--- src/psd_defines.svh ---
/*
  Constants of the paging decoder packet port: packet layout, packet
  identifiers, counter widths and reset values.
  Assumes it is included by its bare name and holds definitions only.
*/
`ifndef PSD_DEFINES_SVH
`define PSD_DEFINES_SVH

// packet layout, most significant bit shifted first
`define PSD_PKT_BITS      32
`define PSD_ID_BITS       8
`define PSD_INFO_BITS     24
`define PSD_ID_MSB        31
`define PSD_ID_LSB        24
`define PSD_INFO_MSB      23

// bit counter
`define PSD_CNT_W         6
`define PSD_CNT_ZERO      6'h00
`define PSD_CNT_ONE       6'h01
`define PSD_CNT_LAST      6'h1F

// identifiers
`define PSD_ID_CHECKSUM   8'h00
`define PSD_ID_STATUS     8'h7F
`define PSD_ID_PART       8'hFF
// identifiers 1C..1F share their upper six bits
`define PSD_SPECIAL_HI    6'h07
`define PSD_SPECIAL_TOP   7
`define PSD_SPECIAL_BOT   2

// reset values
`define PSD_CS_RST        24'h000000
`define PSD_WORD_RST      32'h00000000
`define PSD_SYNC_RST      3'h0
`define PSD_PIN_IDLE      3'h1

// pin positions inside the synchroniser vector
`define PSD_PIN_NUM       3
`define PSD_PIN_MOSI      0
`define PSD_PIN_SCK       1
`define PSD_PIN_SS        2

`endif

--- src/psd_pkg.sv ---
/*
  Types of the paging decoder packet port.
  Assumes nothing of its surroundings.
*/
package psd_pkg;

  typedef enum logic [1:0] {
    PSD_IDLE  = 2'b00,
    PSD_SHIFT = 2'b01,
    PSD_DONE  = 2'b10
  } psd_state_type;

endpackage : psd_pkg

--- src/psd_pkt_buffer.sv ---
/*
  Small packet buffer with valid/ready on both sides; entries live in
  flip-flops, so read data comes from a register.
  Assumes both sides run on i_clk.
*/
`timescale 1ns/1ps
`default_nettype none

module psd_pkt_buffer #(
  parameter int WIDTH = 32,
  parameter int DEPTH = 2
) (
  // clock and reset
  input  wire logic             i_clk,
  input  wire logic             i_rstn,
  // filling side
  input  wire logic             i_in_valid,
  input  wire logic [WIDTH-1:0] i_in_data,
  output logic                  o_in_ready,
  // draining side
  output logic                  o_out_valid,
  output logic      [WIDTH-1:0] o_out_data,
  input  wire logic             i_out_ready
);

  localparam int PW = (DEPTH > 1) ? $clog2(DEPTH) : 1;
  localparam int CW = $clog2(DEPTH + 1);

  logic [WIDTH-1:0] mem_r [DEPTH];
  logic [PW-1:0]    wr_ptr_r;
  logic [PW-1:0]    rd_ptr_r;
  logic [CW-1:0]    count_r;

  wire push = i_in_valid & o_in_ready;
  wire pop  = o_out_valid & i_out_ready;

  assign o_in_ready  = (count_r != CW'(DEPTH));
  assign o_out_valid = (count_r != '0);
  assign o_out_data  = mem_r[rd_ptr_r];

  function automatic logic [PW-1:0] bump(input logic [PW-1:0] p);
    bump = (p == PW'(DEPTH - 1)) ? '0 : p + PW'(1);
  endfunction : bump

  always_ff @(posedge i_clk or negedge i_rstn) begin
    if (!i_rstn) begin
      wr_ptr_r <= '0;
      rd_ptr_r <= '0;
      count_r  <= '0;
    end else begin
      if (push) wr_ptr_r <= bump(wr_ptr_r);
      if (pop)  rd_ptr_r <= bump(rd_ptr_r);
      if (push & ~pop) count_r <= count_r + CW'(1);
      else if (pop & ~push) count_r <= count_r - CW'(1);
    end
  end

  genvar g;
  generate
    for (g = 0; g < DEPTH; g++) begin : g_ent
      always_ff @(posedge i_clk or negedge i_rstn) begin
        if (!i_rstn) mem_r[g] <= '0;
        else if (push && wr_ptr_r == PW'(g)) mem_r[g] <= i_in_data;
      end
    end
  endgenerate

endmodule : psd_pkt_buffer

`default_nettype wire

--- src/psd_spi_slave.sv ---
/*
  Device end of the paging decoder packet port: a serial slave that
  exchanges whole 32-bit packets with a host, requests reads with an
  active-low ready line and withholds queued data until a matching
  checksum packet arrives.
  Assumes select, serial clock and host data come from another clock
  domain and are sampled here; the serial clock runs well below i_clk/6.
  Bits are taken on the rising serial clock edge and changed on the
  falling one, with the serial clock idling low.
*/
// Operation
// - packets are 8-bit id plus 24 info
// - each exchange carries valid packets both ways
// - host data on mosi, device data on miso
// - ready goes low once selected; code keeps it high while the receive buffer is full
// - device returns status when nothing queued and output enabled, part id while output withheld
// - host packet starts only on select fall
// - queued packet pulls ready low; code does so only while output enabled and the receive buffer has room
// - back-to-back device packets without deselect
// - msb first, identifier in top byte
// - xor info bits into checksum register
// - output withheld until checksum matches
// - id 00 checksum in, 7F status out
`timescale 1ns/1ps
`default_nettype none

`include "psd_defines.svh"

module psd_spi_slave
  import psd_pkg::*;
#(
  // info field of the part id packet; value is arbitrary
  parameter logic [`PSD_INFO_BITS-1:0] PART_INFO = 24'h000001,
  parameter int                        BUF_DEPTH = 2
) (
  // clock and reset
  input  wire logic                      i_clk,
  input  wire logic                      i_rstn,
  // serial link pins
  input  wire logic                      i_ss_n,
  input  wire logic                      i_sck,
  input  wire logic                      i_mosi,
  output logic                           o_miso,
  output logic                           o_ready_n,
  // packets queued for the host
  input  wire logic                      i_tx_valid,
  input  wire logic [`PSD_PKT_BITS-1:0]  i_tx_data,
  output logic                           o_tx_ready,
  // info field of the status packet
  input  wire logic [`PSD_INFO_BITS-1:0] i_status_info,
  // packets received from the host
  output logic                           o_rx_valid,
  output logic      [`PSD_PKT_BITS-1:0]  o_rx_data,
  input  wire logic                      i_rx_ready,
  // port state
  output logic                           o_out_enabled,
  output logic      [`PSD_INFO_BITS-1:0] o_checksum
);

  // pin synchronisers
  logic [`PSD_PIN_NUM-1:0] pin_in;
  logic [`PSD_PIN_NUM-1:0] sync1_r;
  logic [`PSD_PIN_NUM-1:0] sync2_r;
  logic                    ss_prev_r;
  logic                    sck_prev_r;

  // packet engine
  psd_state_type           state_r;
  psd_state_type           state_nxt;
  logic [`PSD_CNT_W-1:0]   cnt_r;
  logic [`PSD_PKT_BITS-1:0] shin_r;
  logic [`PSD_PKT_BITS-1:0] shout_r;
  logic                    used_tx_r;
  logic                    ready_n_r;

  // checksum state
  logic [`PSD_INFO_BITS-1:0] cs_r;
  logic                      enabled_r;

  // buffer handshake
  logic                    buf_in_ready;

  assign pin_in = {i_ss_n, i_sck, i_mosi};

  // every pin passes two flops; only the second stage is read.
  // reset values equal the idle pin levels, so leaving reset shows
  // neither a select fall nor a serial clock edge
  genvar g;
  generate
    for (g = 0; g < `PSD_PIN_NUM; g++) begin : g_sync
      always_ff @(posedge i_clk or negedge i_rstn) begin
        if (!i_rstn) begin
          sync1_r[g] <= (g == `PSD_PIN_SS);
          sync2_r[g] <= (g == `PSD_PIN_SS);
        end else begin
          sync1_r[g] <= pin_in[g];
          sync2_r[g] <= sync1_r[g];
        end
      end
    end
  endgenerate

  wire ss_s   = sync2_r[`PSD_PIN_SS];
  wire sck_s  = sync2_r[`PSD_PIN_SCK];
  wire mosi_s = sync2_r[`PSD_PIN_MOSI];

  always_ff @(posedge i_clk or negedge i_rstn) begin
    if (!i_rstn) begin
      ss_prev_r  <= 1'b1;
      sck_prev_r <= 1'b0;
    end else begin
      ss_prev_r  <= ss_s;
      sck_prev_r <= sck_s;
    end
  end

  // edges show up three clocks after the pin moves; a serial clock
  // half period under three clocks could hide one inside that delay
  wire ss_fall  = ss_prev_r & ~ss_s;
  wire sck_rise = ~sck_prev_r & sck_s;
  wire sck_fall = sck_prev_r & ~sck_s;

  // identifier 1C..1F packets are neither summed nor passed on
  function automatic logic is_special(input logic [`PSD_ID_BITS-1:0] id);
    is_special = (id[`PSD_SPECIAL_TOP:`PSD_SPECIAL_BOT] == `PSD_SPECIAL_HI);
  endfunction : is_special

  // id 00 from the host carries the checksum value
  function automatic logic is_checksum(input logic [`PSD_ID_BITS-1:0] id);
    is_checksum = (id == `PSD_ID_CHECKSUM);
  endfunction : is_checksum

  // received packet fields, split at the top byte
  wire [`PSD_ID_BITS-1:0]   rx_id   = shin_r[`PSD_ID_MSB:`PSD_ID_LSB];
  wire [`PSD_INFO_BITS-1:0] rx_info = shin_r[`PSD_INFO_MSB:0];
  wire rx_cs      = is_checksum(rx_id);
  wire rx_special = is_special(rx_id);
  wire done       = (state_r == PSD_DONE);
  wire rx_forward = done & ~rx_cs & ~rx_special;

  // the queued word is taken only by a completed exchange
  wire tx_take = done & used_tx_r;
  assign o_tx_ready = tx_take;

  // a read request waits for room in the buffer, so the host's word
  // sent during the read is never dropped
  wire req = enabled_r & i_tx_valid & buf_in_ready & ~tx_take;
  // limitation: while output is withheld no read is ever requested;
  // the host learns of the state only from its own exchanges

  // host packets need a fresh select fall; device packets may run on
  // while select stays low
  wire idle       = (state_r == PSD_IDLE);
  wire start_host = idle & ss_fall & buf_in_ready;
  wire start_dev  = idle & ~ss_s & req;
  wire start      = start_host | start_dev;
  // a select fall that lands in the done cycle is not a new packet,
  // so a host keeps select high for at least three clocks between

  // outgoing word: queued data, else status, else part id
  wire use_tx = enabled_r & i_tx_valid;
  wire [`PSD_PKT_BITS-1:0] status_word = {`PSD_ID_STATUS, i_status_info};
  wire [`PSD_PKT_BITS-1:0] part_word   = {`PSD_ID_PART, PART_INFO};
  wire [`PSD_PKT_BITS-1:0] load_word   =
    use_tx ? i_tx_data : (enabled_r ? status_word : part_word);
  // status info is taken once per packet at start, so a change while
  // shifting shows in the next status packet, never half in this one

  // an abandoned packet leaves count and shift words stale; the next
  // start reloads the count and outgoing word, the 32 bits of the next
  // packet overwrite the incoming word, and nothing else acts on a packet before done
  wire shifting = (state_r == PSD_SHIFT);
  wire abort    = shifting & ss_s;
  wire last_in  = shifting & ~ss_s & sck_rise &
                  (cnt_r == `PSD_CNT_LAST);

  // done lasts one clock and is the only cycle in which a packet is
  // judged, so the enable is never set and cleared at once

  always_comb begin
    state_nxt = state_r;
    case (state_r)
      PSD_IDLE:  if (start) state_nxt = PSD_SHIFT;
      PSD_SHIFT: begin
        if (abort) state_nxt = PSD_IDLE;
        else if (last_in) state_nxt = PSD_DONE;
      end
      PSD_DONE:  state_nxt = PSD_IDLE;
      default:   state_nxt = PSD_IDLE;
    endcase
  end

  // ready is low for the whole packet, and between packets only while
  // a read is wanted
  wire ready_n_nxt = ~((state_nxt == PSD_SHIFT) |
                       ((state_nxt == PSD_IDLE) & req));

  always_ff @(posedge i_clk or negedge i_rstn) begin
    if (!i_rstn) begin
      state_r   <= PSD_IDLE;
      ready_n_r <= 1'b1;
    end else begin
      state_r   <= state_nxt;
      ready_n_r <= ready_n_nxt;
    end
  end

  // shift engine: take mosi on rising edges, move miso on falling
  // edges; the trailing fall of the previous packet sees a zero count
  // and leaves the freshly loaded msb alone
  wire shift_in  = (state_r == PSD_SHIFT) & ~ss_s & sck_rise;
  wire shift_out = (state_r == PSD_SHIFT) & ~ss_s & sck_fall &
                   (cnt_r != `PSD_CNT_ZERO);

  // used_tx_r remembers whether the queued word went out, so the take
  // pulse in done never drops a word that was not shifted
  always_ff @(posedge i_clk or negedge i_rstn) begin
    if (!i_rstn) begin
      cnt_r     <= `PSD_CNT_ZERO;
      used_tx_r <= 1'b0;
    end else if (start) begin
      cnt_r     <= `PSD_CNT_ZERO;
      used_tx_r <= use_tx;
    end else if (shift_in) begin
      cnt_r     <= cnt_r + `PSD_CNT_ONE;
    end
  end

  always_ff @(posedge i_clk or negedge i_rstn) begin
    if (!i_rstn) shin_r <= `PSD_WORD_RST;
    else if (shift_in) shin_r <= {shin_r[`PSD_PKT_BITS-2:0], mosi_s};
  end

  always_ff @(posedge i_clk or negedge i_rstn) begin
    if (!i_rstn) shout_r <= `PSD_WORD_RST;
    else if (start) shout_r <= load_word;
    else if (shift_out) shout_r <= {shout_r[`PSD_PKT_BITS-2:0], 1'b0};
  end

  // checksum: a matching checksum packet clears the register and
  // enables output; any other counted packet disables it until the
  // next match. clearing on match lets a zero checksum keep output
  // enabled while the host idles
  wire [`PSD_INFO_BITS-1:0] cs_mix = cs_r ^ rx_info;
  wire cs_match = done & rx_cs & (cs_mix == `PSD_CS_RST);
  wire cs_miss  = done & rx_cs & (cs_mix != `PSD_CS_RST);

  always_ff @(posedge i_clk or negedge i_rstn) begin
    if (!i_rstn) begin
      cs_r      <= `PSD_CS_RST;
      enabled_r <= 1'b0;
    end else if (cs_match) begin
      cs_r      <= `PSD_CS_RST;
      enabled_r <= 1'b1;
    end else if (cs_miss) begin
      enabled_r <= 1'b0;
    end else if (rx_forward) begin
      cs_r      <= cs_mix;
      enabled_r <= 1'b0;
    end
  end

  // trade-off: refusing a select fall while the buffer is full costs
  // the host a retry, but no host word is ever dropped.
  // received packets for the core; a stall fills the buffer, which
  // then holds off the next exchange through buf_in_ready
  psd_pkt_buffer #(
    .WIDTH (`PSD_PKT_BITS),
    .DEPTH (BUF_DEPTH)
  ) u_rx_buf (
    .i_clk       (i_clk),
    .i_rstn      (i_rstn),
    .i_in_valid  (rx_forward),
    .i_in_data   (shin_r),
    .o_in_ready  (buf_in_ready),
    .o_out_valid (o_rx_valid),
    .o_out_data  (o_rx_data),
    .i_out_ready (i_rx_ready)
  );

  // miso keeps the last shifted bit between packets; the host reads
  // it only while ready is low
  assign o_miso        = shout_r[`PSD_ID_MSB];
  assign o_ready_n     = ready_n_r;
  assign o_out_enabled = enabled_r;
  assign o_checksum    = cs_r;

endmodule : psd_spi_slave

`default_nettype wire

--- config.mk ---
export PLATFORM = sky130hd
export DESIGN_NAME = psd_spi_slave
export DESIGN_NICKNAME = d
export VERILOG_FILES = /design/src/psd_pkg.sv /design/src/psd_pkt_buffer.sv /design/src/psd_spi_slave.sv
export VERILOG_INCLUDE_DIRS = /design/src
export SDC_FILE = /design/constraint.sdc
export NUM_CORES = 1
export LEC_CHECK = 0
export BUFFER_PORTS_ARGS = -buffer_cell sky130_fd_sc_hd__buf_4
export CORE_MARGIN = 1
export CORE_UTILIZATION = 30
export CTS_CLUSTER_SIZE = 14
export DETAILED_ROUTE_END_ITERATION = 10
export PLACE_DENSITY = 0.49
export SLEW_MARGIN = 40
export SYNTH_ARGS = -nofsm -noshare
export SYNTH_HDL_FRONTEND = slang
export SYNTH_SLANG_ARGS = --single-unit
--- constraint.sdc ---
create_clock -name i_clk -period 2.7 [get_ports i_clk]
set_input_delay 0.135 -clock i_clk [delete_from_list [all_inputs] [get_ports i_clk]]
set_output_delay 0.135 -clock i_clk [all_outputs]
set_load 0.05 [all_outputs]
==> key figures, run 1 <==
Status
  – Status: completed

Timing
  – RSZ-0062 raised after global routing: no
  – Layout Skew: 0.0203 ns
  – Slew @ Worst Pin: 0.612 ns
  – Fmax: 466 MHz
  – Crit path time final: 2.14 ns
  – Final Hold Vio Count: 0
  – Slew headroom: 59.2%
  – Final Max Slew Viols: 0
  – Final setup violation count: 0
  – Setup tns final: 0 ns
  – Tcrit/Tclk final: 79.4%

Detailed routing
  – Drc violations: 0
  – Pre-antenna DRT Iters: 4
  – Vias: 6360
  – DR WL/cell: 18.3 um
  – Routed WL: 23.0 mm
  – Initial DRC count: 473
  – Via/cell ratio: 5.06
  – Post-route ant nets: 0

Clock network
  – Htree depth: 4
  – Worst-path clk slew: 0.07 ns
  – CTS Root Cell: clkbuf_16
  – Resized Gates After CTS: 0
  – CTS tree: yes
  – Post-CTS Setup Bufs: 0
  – Max clock buf depth: 2
  – CTS buffer count: 17
  – CTS Sinks: 175
  – Cts hold-fix bufs: 4
  – Skew-Pair Late Insertion Delay: 0.44 ns

Yosys
  – Most used flip-flop cell after synthesis: dfrtp_1
  – Synth area leaders: dfrtp_1 48%, mux2_2 8.5%, mux2_4 5.0%
  – Post-synth top area share: 47.6%
  – Ys Warns: 0
  – EDFF count, synth: 0
  – Number of library cell types mapped by synthesis: 57
  – Ys async rst share: 100%
  – Area leader, netlist: dfrtp_1
  – Avg Inst Size Synth: 12.2 um2
  – Cells after Synth: 739
  – FF+latch count, synth: 175
  – Syn Nets: 805
  – Area of the mapped netlist: 8990 um2
  – Post-synthesis sequential area ratio: 48.8%

GRT
  – Pin count of the biggest net entering global routing: 57
  – Initial antenna violation count: 0
  – Total Routing Usage GR: 15.3%
  – Vias in the first global route: 6345
  – GRT overflow: 0
  – First-pass GRT wire length: 36.6 mm

Job
  – Max_cap viols: 0

Placement
  – GPL Wtd Cong: 0.729
  – I/O Buffers: 123
  – DP Area: 10400 um2
  – Detailed placer's ending HPWL: 15.0 mm

Layout
  – Reg area: 4380 um2
  – Area growth from synthesis to layout: 23.7%
  – Area occupied by multi-input gates: 4240 um2
  – Filler instances: 2902
  – Fin area: 11100 um2
  – Commonest non-fill, non-tap cell in the layout: dfrtp_1
  – # diodes: 0
  – Share of layout cells above drive strength 1: 34.4%
  – Most frequent cells in the layout: 171 x dfrtp_1, 147 x buf_4, 68 x mux2_2
  – Fin nets: 921

Pwr
  – Pwr dens: 532 nW/um2
  – Clock power frac: 44.8%
  – Switch Pwr: 1.47 mW
  – Switching share of power: 24.9%
  – Overall Power: 5.92 mW
  – Lkg Pwr: 5.19 nW
  – Internal Power: 4.45 mW
  – Combinational share of power: 8.5%
  – Peak supply drop: 0.000366 V
  – Register share of total power: 46.7%

Floorplanning
  – Die Width: 175 um
  – CORE AREA: 29600 um2
  – Placement Rows: 63
  – Die span in y: 175 um
  – I/O Pins: 124
  – Starting Density: 30.4%
  – DIE AREA: 30700 um2

Critical path
  – Crit start category: flip-flop
  – CP max FO: 23
  – CP required: 2.57 ns
  – Worst EP arrival: 2.01 ns
  – Worst Setup Path Type: reg -> out
  – Critical Path Sink Type: primary output

Min path
  – Worst Hold Class: in -> reg
logic make-up after synthesis:
group                      count (synthesis)  share of synthesized area [%]
DFF                                      175                           48.8
xor gates and xnor gates                  32                           3.12
buffers and inverters                     96                           4.62
adders and majority gates                  3                          0.418
muxes                                    153                           20.1
and+or+nand+nor                          105                           8.60
AOI/OAI and AO/OA                        175                           14.4
power groups by stage:
stage	registers [mW]	clock network [mW]	logic (mW)
4_1_cts	2.76	2.73	0.513
3_3_place_gp	2.81	0	0.506
2_1_floorplan	2.80	0	0.243
6_report	2.76	2.65	0.503
5_1_grt	2.78	2.83	0.550
3_5_place_dp	2.82	0	0.508
area by class of cell:
type | instances | share of cell area [%]
clock inverter | 12 | 1.55
multi-input combinational | 468 | 38.2
timing repair buffer | 156 | 11.1
clock buffer | 19 | 4.07
inverter | 37 | 1.25
tap | 390 | 4.39
sequential | 175 | 39.4
state kept, by name, summed over array words and instances (netlist names):
signal and count:
sck_s 1, o_out_enabled 1, sync1_r 3, shin_r 32, u_rx_buf.count_r 2, ss_s 1, used_tx_r 1, shout_r 32
ss_prev_r 1, sck_prev_r 1, state_r 2, u_rx_buf.rd_ptr_r 1, o_checksum 24, mosi_s 1, u_rx_buf.wr_ptr_r 1, cnt_r 6
u_rx_buf.mem_r 64, o_ready_n 1
synthesized netlist by cell type (2+ instances only):
master / count
nor2_1: 6
a22oi_1: 23
nand2_1: 10
buf_6: 5
a311oi_1: 24
or3_1: 10
buf_2: 13
a21oi_1: 28
or4bb_1: 3
nand2b_1: 26
mux2_4: 30
ha_1: 3
clkbuf_1: 38
nand3_1: 3
nand4bb_1: 21
o221ai_1: 24
nor2b_1: 2
mux2i_1: 26
o21ai_0: 4
a211oi_1: 24
mux2_2: 68
dfrtp_1: 171
dfstp_2: 4
xnor2_1: 27
buf_1: 2
a32o_1: 7
nor3_1: 2
nand4_1: 10
o22ai_1: 30
xor2_1: 5
mux2_1: 29
inv_1: 36
critical path, stage by stage (launching register included):
cell and delay, ns:
dfrtp_1 0.73, buf_12 0.27, mux2_2 0.38, buf_4 0.20
final timing paths:
path                              startpoint                  to  slack, ns  cells after the start
max                        u_rx_buf.rd_ptr_r       o_rx_data[21]       0.56                      3
min                            i_tx_data[31]         shout_r[31]       0.01                      3
max reg2reg                       shin_r[24]  u_rx_buf.mem_r[32]       0.58                      5
min reg2reg                       sync1_r[0]              mosi_s       0.35                      0
max in group asynchronous             i_rstn          sync1_r[2]       1.55                      3
min in group asynchronous             i_rstn          sck_prev_r       0.25                      2
per-layer routing:
layer  GRT usage (%)  routed length, um
met3            3.83               1300
met4            3.88                210
met5               0                  0
met2            24.5              11000
met1            20.4              10500
metrics by stage:
| stage | utilization, % | hold slack (ns) | worst slack, ns | cells |
|---|---|---|---|---|
| floorplan | - | -0.161 | 0.669 | 739 |
| global route | 37.6 | 0.0100 | 0.470 | 1257 |
| global placement | 35.3 | 0.142 | 0.555 | 1222 |
| CTS | 37.6 | 0.00147 | 0.501 | 1257 |
| finish | 37.6 | 0.0121 | 0.555 | 1257 |
| detailed placement | 35.3 | 0.144 | 0.519 | 1222 |
(Power assumes the default switching activity.)
==> inputs of run 2 (changes only) <==
==> constraint.sdc (replaced) <==
create_clock -name i_clk -period 2.1 [get_ports i_clk]
set_input_delay 0.105 -clock i_clk [delete_from_list [all_inputs] [get_ports i_clk]]
set_output_delay 0.105 -clock i_clk [all_outputs]
set_load 0.05 [all_outputs]
==> key figures, run 2 (synthesized netlist as in run 1, its figures left out) <==
Status
  – Status: completed

Placement
  – Detailed placer's ending HPWL: 15.2 mm (+1.1%)
  – GPL Wtd Cong: 0.727 (-0.23%)
  – I/O Buffers: 123 (unchanged)
  – Pre-CTS setup slack: 0.0348 ns (-0.485 ns)
  – DP Area: 10600 um2 (+1.2%)
  – Placed cells: 1227 (+0.41%)

Clock network
  – CTS Sinks: 175 (unchanged)
  – Max clock buf depth: 2 (unchanged)
  – Worst-path clk slew: 0.08 ns (about the same)
  – Skew-Pair Late Insertion Delay: 0.44 ns (about the same)
  – CTS Root Cell: clkbuf_16
  – CTS tree: yes
  – Htree depth: 4 (unchanged)
  – CTS buffer count: 17 (unchanged)

Timing
  – Final Max Slew Viols: 0 (unchanged)
  – Hold Slack: 0.0137 ns (+0.00156 ns)
  – Slew headroom: 67.5% (+8.3 points)
  – Setup tns final: 0 ns (unchanged)
  – Final setup violation count: 0 (unchanged)
  – Tcrit/Tclk final: 97.0%
  – Worst setup margin: 0.0631 ns (-0.492 ns)
  – Fmax: 491 MHz
  – Final Hold Vio Count: 0 (unchanged)
  – Crit path time final: 2.04 ns
  – Layout Skew: 0.0106 ns (-0.00966 ns)
  – Slew @ Worst Pin: 0.488 ns (-0.124 ns)

Critical path
  – Worst Setup Path Type: reg -> reg
  – Critical Path, Cell by Cell: inv_2 > ha_1 > or4b_4 > o2111ai_4 > buf_12 > clkbuf_16 > mux2i_1 > o22ai_1
  – CP required: 2.40 ns (-0.17 ns)
  – Worst setup startpoint: cnt_r[0]
  – Delay-heaviest family, CP: simple AND/OR/NAND/NOR gates
  – Critical Path Sink Type: flip-flop
  – Crit path buf inv count: 3 (+1)
  – Crit start category: flip-flop
  – Worst EP arrival: 2.34 ns (+0.33 ns)
  – Worst r2r src: cnt_r[0]
  – CP max FO: 6 (-74%)
  – Crit-path max cell delay: 0.47 ns (-0.26 ns)
  – Worst path slowest cell: or4b_4

Layout
  – Area occupied by multi-input gates: 4250 um2 (about the same)
  – Fin nets: 972 (+5.5%)
  – Largest Register: u_rx_buf.mem_r
  – Final std cells w/o fill: 1309 (+4.1%)
  – Max reg flops: 64 (unchanged)
  – Area growth from synthesis to layout: 30.1%
  – Most frequent cells in the layout: 171 x dfrtp_1, 146 x buf_4, 68 x mux2_2
  – Fin area: 11700 um2 (+5.2%)
  – Reg area: 4380 um2 (unchanged)
  – Filler instances: 2837 (-2.2%)
  – Utilization after layout: 39.6% (+2.0 points)
  – Share of layout cells above drive strength 1: 34.2% (-0.20 points)
  – Biggest regs: u_rx_buf.mem_r (64), shin_r (32), shout_r (32)
  – Commonest non-fill, non-tap cell in the layout: dfrtp_1
  – # diodes: 0 (unchanged)

Pwr
  – Pwr dens: 637 nW/um2 (+20%)
  – Overall Power: 7.46 mW (+26%)
  – Peak supply drop: 0.000463 V (+26%)
  – Lkg Pwr: 5.44 nW (+4.9%)

Floorplanning
  – CORE AREA: 29600 um2 (unchanged)
  – Starting Density: 30.4% (unchanged)
  – Die Width: 175 um (unchanged)
  – I/O Pins: 124 (unchanged)
  – DIE AREA: 30700 um2 (unchanged)
  – Die span in y: 175 um (unchanged)
  – Placement Rows: 63 (unchanged)

GRT
  – Vias in the first global route: 6910 (+8.9%)
  – Initial antenna violation count: 0 (unchanged)
  – GRT overflow: 0 (unchanged)
  – Total Routing Usage GR: 16.2% (+0.92 points)
  – First-pass GRT wire length: 39.0 mm (+6.6%)
  – Pin count of the biggest net entering global routing: 71 (+25%)

Job
  – Max_cap viols: 0 (unchanged)

Detailed routing
  – Routed WL: 24.4 mm (+5.9%)
  – Max layer used: met4
  – WL met2: 11.7 mm (+5.8%)
  – Vias: 6612 (+4.0%)
  – Post-route ant nets: 0 (unchanged)
  – Drc violations: 0 (unchanged)
  – Met3 WL: 1.38 mm (+6.6%)
  – DR WL/cell: 18.6 um (+1.7%)
  – Pre-antenna DRT Iters: 5 (+1)
  – Met1 wire length: 11.1 mm (+5.7%)
  – Via/cell ratio: 5.05 (-0.17%)
  – Initial DRC count: 334 (-29%)

Min path
  – Min-delay src: i_tx_data[15]
  – Worst Hold Class: in -> reg
==> run 2: changes by cell type in the layout (fill, tap and decap cells not counted), moves of 2 or more <==
cell and change:
buf_12 +8, clkbuf_8 -2, dlygate4sd3_1 +40, clkinv_4 +2
clkbuf_16 +3, bufinv_16 -3, inv_8 +3
==> run 2: where the power goes <==
part	total [mW]	internal [mW]	switching, mW
registers	3.56	3.46	0.0983
clock network	3.15	1.58	1.57
logic	0.749	0.361	0.387
==> run 2: worst reg2reg max path: stages, from the launching register on <==
cell,delay [ns]
dfrtp_1,0.40
inv_2,0.07
ha_1,0.13
or4b_4,0.47
o2111ai_4,0.23
buf_12,0.17
clkbuf_16,0.16
mux2i_1,0.18
o22ai_1,0.10
==> run 2: final cells by class <==
| type | count | area share (%) |
|---|---|---|
| flip-flops and latches | 175 | 37.5 |
| clock inverters | 15 | 1.21 |
| repair buffers | 207 | 16.0 |
| multi-input cells | 468 | 36.3 |
| inverters | 37 | 1.19 |
| clock buffers | 17 | 3.64 |
| well taps | 390 | 4.17 |
==> run 2: worst paths after layout <==
check / to / cells after the start / slack [ns]
setup / recovery: shout_r[1] / 8 / 0.06
hold / removal: shout_r[15] / 3 / 0.01
setup reg to reg: shout_r[1] / 8 / 0.06
hold reg to reg: mosi_s / 0 / 0.35
max in group asynchronous: shin_r[6] / 3 / 1.31
min in group asynchronous: u_rx_buf.mem_r[60] / 2 / 0.12
==> run 2: timing repair <==
item,4_1_cts,5_1_grt
gates resized for setup,0,3
setup endpoints to repair,0,46
hold buffers,44,0
buffers inserted,0,3
hold endpoints to repair,201,0
==> run 2: metal layers <==
metal | vias up | track usage (%)
met2 | 151 | 26.4
met5 | - | 0
met3 | 20 | 4.24
li1 | 3119 | -
met4 | 0 | 4.13
met1 | 3322 | 21.2
